--- src/rtl/dshp_pkg.sv ---
// package for the converter serial host port: frame sizes, fifo depth
// assumes one 20 MHz system clock; all link pins sampled synchronously
package dshp_pkg;
	localparam int unsigned FRAME_BITS = 24;
	localparam int unsigned CNT_W = 5;
	localparam logic [4:0] FRAME_LAST = 5'h17;
	localparam int unsigned BYTE_BITS = 8;
	localparam int unsigned DATA_W = 24;
	localparam int unsigned FIFO_DEPTH = 4;
	localparam logic [23:0] DATA_RESET = 24'h000000;
	typedef enum logic [2:0] {
		DSHP_IDLE = 3'b001,
		DSHP_SHIFT = 3'b010,
		DSHP_DONE = 3'b100
	} dshp_state_t;
endpackage

--- src/rtl/dshp_top.sv ---
// serial input port of the converter: shifts 24-bit frames, buffers them, updates output
// assumes sclk, frame sync, data and load pins already synchronous to clk_i
`timescale 1ns/1ns
`default_nettype none

module dshp_fifo #(
	parameter int unsigned WIDTH = 24,
	parameter int unsigned DEPTH = 4
) (
	input wire logic clk_i,
	input wire logic srst_i,
	input wire logic [WIDTH-1:0] in_data_i,
	input wire logic in_valid_i,
	output logic in_ready_o,
	output logic [WIDTH-1:0] out_data_o,
	output logic out_valid_o,
	input wire logic out_ready_i
);
	localparam int unsigned AW = $clog2(DEPTH);
	logic [WIDTH-1:0] mem_reg [DEPTH];
	logic [AW-1:0] wr_reg, wr_next, rd_reg, rd_next;
	logic [AW:0] cnt_reg, cnt_next;
	logic push, pop;
	always_comb begin
		push = in_valid_i && (cnt_reg != (AW+1)'(DEPTH));
		pop = out_ready_i && (cnt_reg != '0);
		wr_next = push ? wr_reg + 1'b1 : wr_reg;
		rd_next = pop ? rd_reg + 1'b1 : rd_reg;
		cnt_next = cnt_reg + (AW+1)'(push) - (AW+1)'(pop);
	end
	always_ff @(posedge clk_i) begin
		if (srst_i) begin
			wr_reg <= '0;
			rd_reg <= '0;
			cnt_reg <= '0;
		end else begin
			wr_reg <= wr_next;
			rd_reg <= rd_next;
			cnt_reg <= cnt_next;
		end
		if (push)
			mem_reg[wr_reg] <= in_data_i;
	end
	assign in_ready_o = (cnt_reg != (AW+1)'(DEPTH));
	assign out_valid_o = (cnt_reg != '0);
	assign out_data_o = mem_reg[rd_reg];
endmodule // dshp_fifo

module dshp_top (
	input wire logic clk_i,
	input wire logic srst_i,
	input wire logic sclk_i,
	input wire logic serial_data_input_i,
	input wire logic host_transmit_frame_n_i,
	input wire logic load_output_n_i,
	input wire logic readback_en_i,
	output logic serial_readback_out_o,
	output logic [15:0] dac_value_o,
	output logic [7:0] dac_ctrl_o,
	output logic update_o,
	output logic frame_ready_o
);
	dshp_pkg::dshp_state_t st_reg, st_next;
	logic [23:0] sh_reg, sh_next, dac_reg, dac_next, rb_reg, rb_next;
	logic [4:0] cnt_reg, cnt_next;
	logic sclk_d_reg, sync_d_reg, load_d_reg, so_reg, so_next, upd_reg, upd_next;
	logic frdy_reg, frdy_next;
	logic push, fifo_ready, f_valid, pop;
	logic [23:0] f_data;
	logic fall, rise, sync_rise, load_fall;

	always_comb begin
		fall = sclk_d_reg && !sclk_i;
		rise = !sclk_d_reg && sclk_i;
		sync_rise = !sync_d_reg && host_transmit_frame_n_i;
		load_fall = load_d_reg && !load_output_n_i;
		st_next = st_reg;
		sh_next = sh_reg;
		cnt_next = cnt_reg;
		push = 1'b0;
		case (st_reg)
			dshp_pkg::DSHP_IDLE: begin
				cnt_next = '0;
				if (!host_transmit_frame_n_i)
					st_next = dshp_pkg::DSHP_SHIFT;
			end
			dshp_pkg::DSHP_SHIFT: begin
				if (host_transmit_frame_n_i) begin
					// short frames are dropped
					st_next = dshp_pkg::DSHP_IDLE;
				end else if (fall) begin
					sh_next = {sh_reg[22:0], serial_data_input_i};
					cnt_next = cnt_reg + 1'b1;
					if (cnt_reg == dshp_pkg::FRAME_LAST)
						st_next = dshp_pkg::DSHP_DONE;
				end
			end
			dshp_pkg::DSHP_DONE: begin
				// extra clocks beyond 24 are ignored
				if (sync_rise) begin
					push = fifo_ready;
					st_next = dshp_pkg::DSHP_IDLE;
				end
			end
			default: st_next = dshp_pkg::DSHP_IDLE;
		endcase
	end

	dshp_fifo #(
		.WIDTH(dshp_pkg::DATA_W),
		.DEPTH(dshp_pkg::FIFO_DEPTH)
	) u_fifo (
		.clk_i(clk_i),
		.srst_i(srst_i),
		.in_data_i(sh_reg),
		.in_valid_i(push),
		.in_ready_o(fifo_ready),
		.out_data_o(f_data),
		.out_valid_o(f_valid),
		.out_ready_i(pop)
	);

	always_comb begin
		// load low applies one frame per clk_i cycle, edge or not; held low it updates each frame
		pop = f_valid && (!load_output_n_i && (load_fall || !load_d_reg));
		dac_next = pop ? f_data : dac_reg;
		upd_next = pop;
		// pin from a flop, so it lags the fifo count by one cycle
		frdy_next = f_valid;
		rb_next = rb_reg;
		so_next = so_reg;
		if (!readback_en_i || host_transmit_frame_n_i) begin
			rb_next = dac_reg;
			so_next = dac_reg[23];
		end else if (rise) begin
			rb_next = {rb_reg[22:0], 1'b0};
			so_next = rb_reg[22];
		end
	end

	always_ff @(posedge clk_i) begin
		if (srst_i) begin
			st_reg <= dshp_pkg::DSHP_IDLE;
			sh_reg <= dshp_pkg::DATA_RESET;
			cnt_reg <= '0;
			dac_reg <= dshp_pkg::DATA_RESET;
			rb_reg <= dshp_pkg::DATA_RESET;
			so_reg <= 1'b0;
			upd_reg <= 1'b0;
			frdy_reg <= 1'b0;
			sclk_d_reg <= 1'b0;
			sync_d_reg <= 1'b1;
			load_d_reg <= 1'b1;
		end else begin
			st_reg <= st_next;
			sh_reg <= sh_next;
			cnt_reg <= cnt_next;
			dac_reg <= dac_next;
			rb_reg <= rb_next;
			so_reg <= so_next;
			upd_reg <= upd_next;
			frdy_reg <= frdy_next;
			sclk_d_reg <= sclk_i;
			sync_d_reg <= host_transmit_frame_n_i;
			load_d_reg <= load_output_n_i;
		end
	end

	always_comb begin
		serial_readback_out_o = so_reg;
		dac_value_o = dac_reg[15:0];
		dac_ctrl_o = dac_reg[23:16];
		update_o = upd_reg;
		frame_ready_o = frdy_reg;
	end
endmodule // dshp_top
`default_nettype wire

--- config.mk ---
export PLATFORM = sky130hd
export DESIGN_NAME = dshp_top
export DESIGN_NICKNAME = d
export VERILOG_FILES = /design/src/rtl/dshp_pkg.sv /design/src/rtl/dshp_top.sv
export SDC_FILE = /design/constraint.sdc
export NUM_CORES = 1
export LEC_CHECK = 0
export BUFFER_PORTS_ARGS = -buffer_cell sky130_fd_sc_hd__clkbuf_2
export CORE_UTILIZATION = 43
export CTS_CLUSTER_SIZE = 14
export DETAILED_ROUTE_END_ITERATION = 10
export PLACE_DENSITY = 0.67
export SYNTH_ARGS = -nofsm -noshare
export SYNTH_HDL_FRONTEND = slang
export SYNTH_SLANG_ARGS = --single-unit
--- constraint.sdc ---
create_clock -name clk_i -period 6.3 [get_ports clk_i]
set_clock_uncertainty 0.1 [all_clocks]
set_input_delay 1.89 -clock clk_i [delete_from_list [all_inputs] [get_ports clk_i]]
set_output_delay 1.89 -clock clk_i [all_outputs]
set_load 0.03 [all_outputs]
==> impl_metrics.ini <==
[sta]
worst_slew_pin_slew_ns = 1.203
period_needed_ns = 3.926
setup_tns_ns = 0
hold_viol_final = 0
slew_headroom = 0.1981
post-route-period-util = 0.6231
fmax_mhz = 254.7
rsz0062_at_grt = false
fin_ws_ns = 2.374
setup_viol = 0
drv_slew = 0

[floorplan]
rows = 46
core-area_um2 = 15890
dieWidth_um = 129.8
pin_count = 34
design.die.area_um2 = 16840
chipHeight_um = 129.8
initial_core_util = 0.4418

[final_layout]
largest_reg_flops = 96
multiInputGateArea_um2 = 2112
seq_area_um2 = 4705
stdcell_area_um2 = 7973
layout.cells.non_filler = 780
final_nets = 566
nFillCells = 1372
syn2layout_area_growth_pct = 13.60
diodes = 0
final_layout_size_suffix_gt1_frac = 0.1897

[cts]
root_buffer = clkbuf_16
cts_tree = done
clock-sinks = 187
post_cts_buffers = 0
cts_hold_buf = 0
cts_buffers = 17
cts_buffer_depth = 2
clk_latency_ns = 0.43
cts-resized-gates = 0
cts_max_level = 4
clk_pin_slew_ns = 0.07

[route]
drc = 0
routed_wl_mm = 12.42
wl_per_cell_um = 15.92
ant_nets = 0
drt-pass1-iter-count = 5
vias_per_cell = 5.176
drt_iter0_markers = 227
vias = 4037

[global_routing]
grt_first_pass_wirelength_mm = 19.82
grt_pass1_vias = 3845
grtUsageTotal = 0.1575
grt.overflow.total = 0
grt_max_degree = 62
antenna_found_initial = 0

[synthesis]
postSynthCellCount = 522
syn_area_per_cell_um2 = 13.44
ys_ff_latch = 187
yosysUniqueCellTypes = 44
async_reset_ff_frac = 0
ys_seq_area_frac = 0.6704
yosysTopAreaCellShare = 0.4108
synth_area_um2 = 7018
synth_fp_nets = 537
synthTopCellsByArea = edfxtp_1 (41%), dfxtp_1 (26%), mux4_2 (7.7%), nand2_1 (5.2%), a22o_1 (3.0%)
synth_edf_count = 96
yosysWarnings = 0
synth_top_cell_by_area = edfxtp_1
synthFlopType = edfxtp_1

[critical_path]
crit_chain = clkbuf_2 -> nand2b_2 -> a2111oi_4 -> and2_1 -> buf_4
arrival_ns = 3.97
worst_setup_path_start_kind = input port
max_stage_delay_ns = 1.01
required_ns = 6.35
cp-end-kind = flip-flop
cp_slowest_cell = and2_1
critPathMaxFanout = 23
worstSetupPathType = input port to flip-flop

[power]
finalPower_mw = 2.669
max-vdd-ir-drop_mv = 0.1974
p_per_area_nw_per_um2 = 334.8
leakagePower_nw = 2.910

[placed_design]
dpl.hpwl_mm = 7.659
place_ws_ns = 1.882
routabilityCongestion = 0.7863
placedInstanceArea_um2 = 7368
port_buffers = 33
placed_cells = 748

[hold_path]
hold_class = flip-flop to flip-flop

[status]
outcome = complete, no violations

[flow_run]
cap_violations = 0
[worst max-delay path, delay by kind of cell]
family / cells / cell delay [ns]
AOI/OAI and AO/OA: 1 / 0.51
and+or+nand+nor: 2 / 1.12
buffers and inverters: 2 / 0.45
[logic make-up (layout without fill, tap and decap cells)]
group | Yosys count | count (layout) | synth area share
xor gates and xnor gates | 7 | 7 | 0.008736
and+or+nand+nor | 168 | 168 | 0.1057
buffers and inverters | 43 | 85 | 0.02870
muxes | 27 | 27 | 0.08130
AOI/OAI and AO/OA | 82 | 82 | 0.08986
DFF | 187 | 187 | 0.6704
adders and majority gates | 8 | 8 | 0.01533
[metrics by stage]
| stage | util | hold slack (ns) |
|---|---|---|
| 5_1_grt | 0.5019 | 0.3987 |
| 3_5_place_dp | 0.4638 | 0.3745 |
| 4_1_cts | 0.5019 | 0.3815 |
| 2_1_floorplan | - | 0.3547 |
| 3_3_place_gp | 0.4638 | 0.3636 |
| 6_report | 0.5019 | 0.3789 |
[cells in the mapped netlist (all sizes together) (2+ instances only)]
library cell	n
and2	5
a2111oi	2
nand2	97
xnor2	5
xor2	2
dfxtp	91
a31oi	2
a311oi	22
nor3b	2
edfxtp	96
or2	2
a2bb2oi	2
mux2i	3
inv	9
nor2b	4
a21oi	25
ha	7
nand2b	3
o21ai	3
a22o	24
clkbuf	12
buf	22
nor2	40
nand3	4
mux4	24
[cell type report]
| cell class | count | area share |
|---|---|---|
| Sequential cell | 187 | 0.5901 |
| Multi-Input combinational cell | 292 | 0.2649 |
| Clock buffer | 24 | 0.06748 |
| Tap cell | 216 | 0.03390 |
| Timing Repair Buffer | 44 | 0.03107 |
| Clock inverter | 8 | 0.008318 |
| Inverter | 9 | 0.004237 |
[placed cells by master, fill, tap and decap left out, drive strengths merged, types with 3 or more instances in the layout]
cell type and n:
buf 11, inv 14, nand2 97, mux4 24, a21oi 25, dfxtp 91
a311oi 22, nand2b 3, edfxtp 96, o21ai 3, xnor2 5, nor2b 4
clkbuf 57, nand3 4, and2 5, a22o 24, mux2i 3, nor2 40
ha 7
[power by group]
group / leakage (nW) / internal (mW) / switching [mW] / total (mW)
combinational: 0.813 / 0.110 / 0.171 / 0.280
clock: 0.299 / 0.610 / 0.450 / 1.06
sequential: 1.80 / 1.30 / 0.0270 / 1.33
total: 2.91 / 2.02 / 0.648 / 2.67
[metal layers]
| metal | vias up | track usage | part of all wire |
|---|---|---|---|
| met2 | 67 | 0.2598 | 0.49 |
| met1 | 1987 | 0.2011 | 0.46 |
| met4 | 0 | 0.06977 | 0.012 |
| met3 | 11 | 0.03321 | 0.032 |
| met5 | - | 0 | 0 |
| li1 | 1972 | - | - |
[path summary, 6_finish.rpt]
path	startpoint	end	slack [ns]	depth (start not counted)
max	host_transmit_frame_n_i	u_fifo.mem_reg[0][19]	2.37	5
min	rb_reg[6]	rb_reg[7]	0.38	2
max reg2reg	st_reg[2]	u_fifo.mem_reg[0][19]	3.51	4
min reg2reg	rb_reg[6]	rb_reg[7]	0.38	2
No activity file was read; power rests on OpenSTA's default activity.
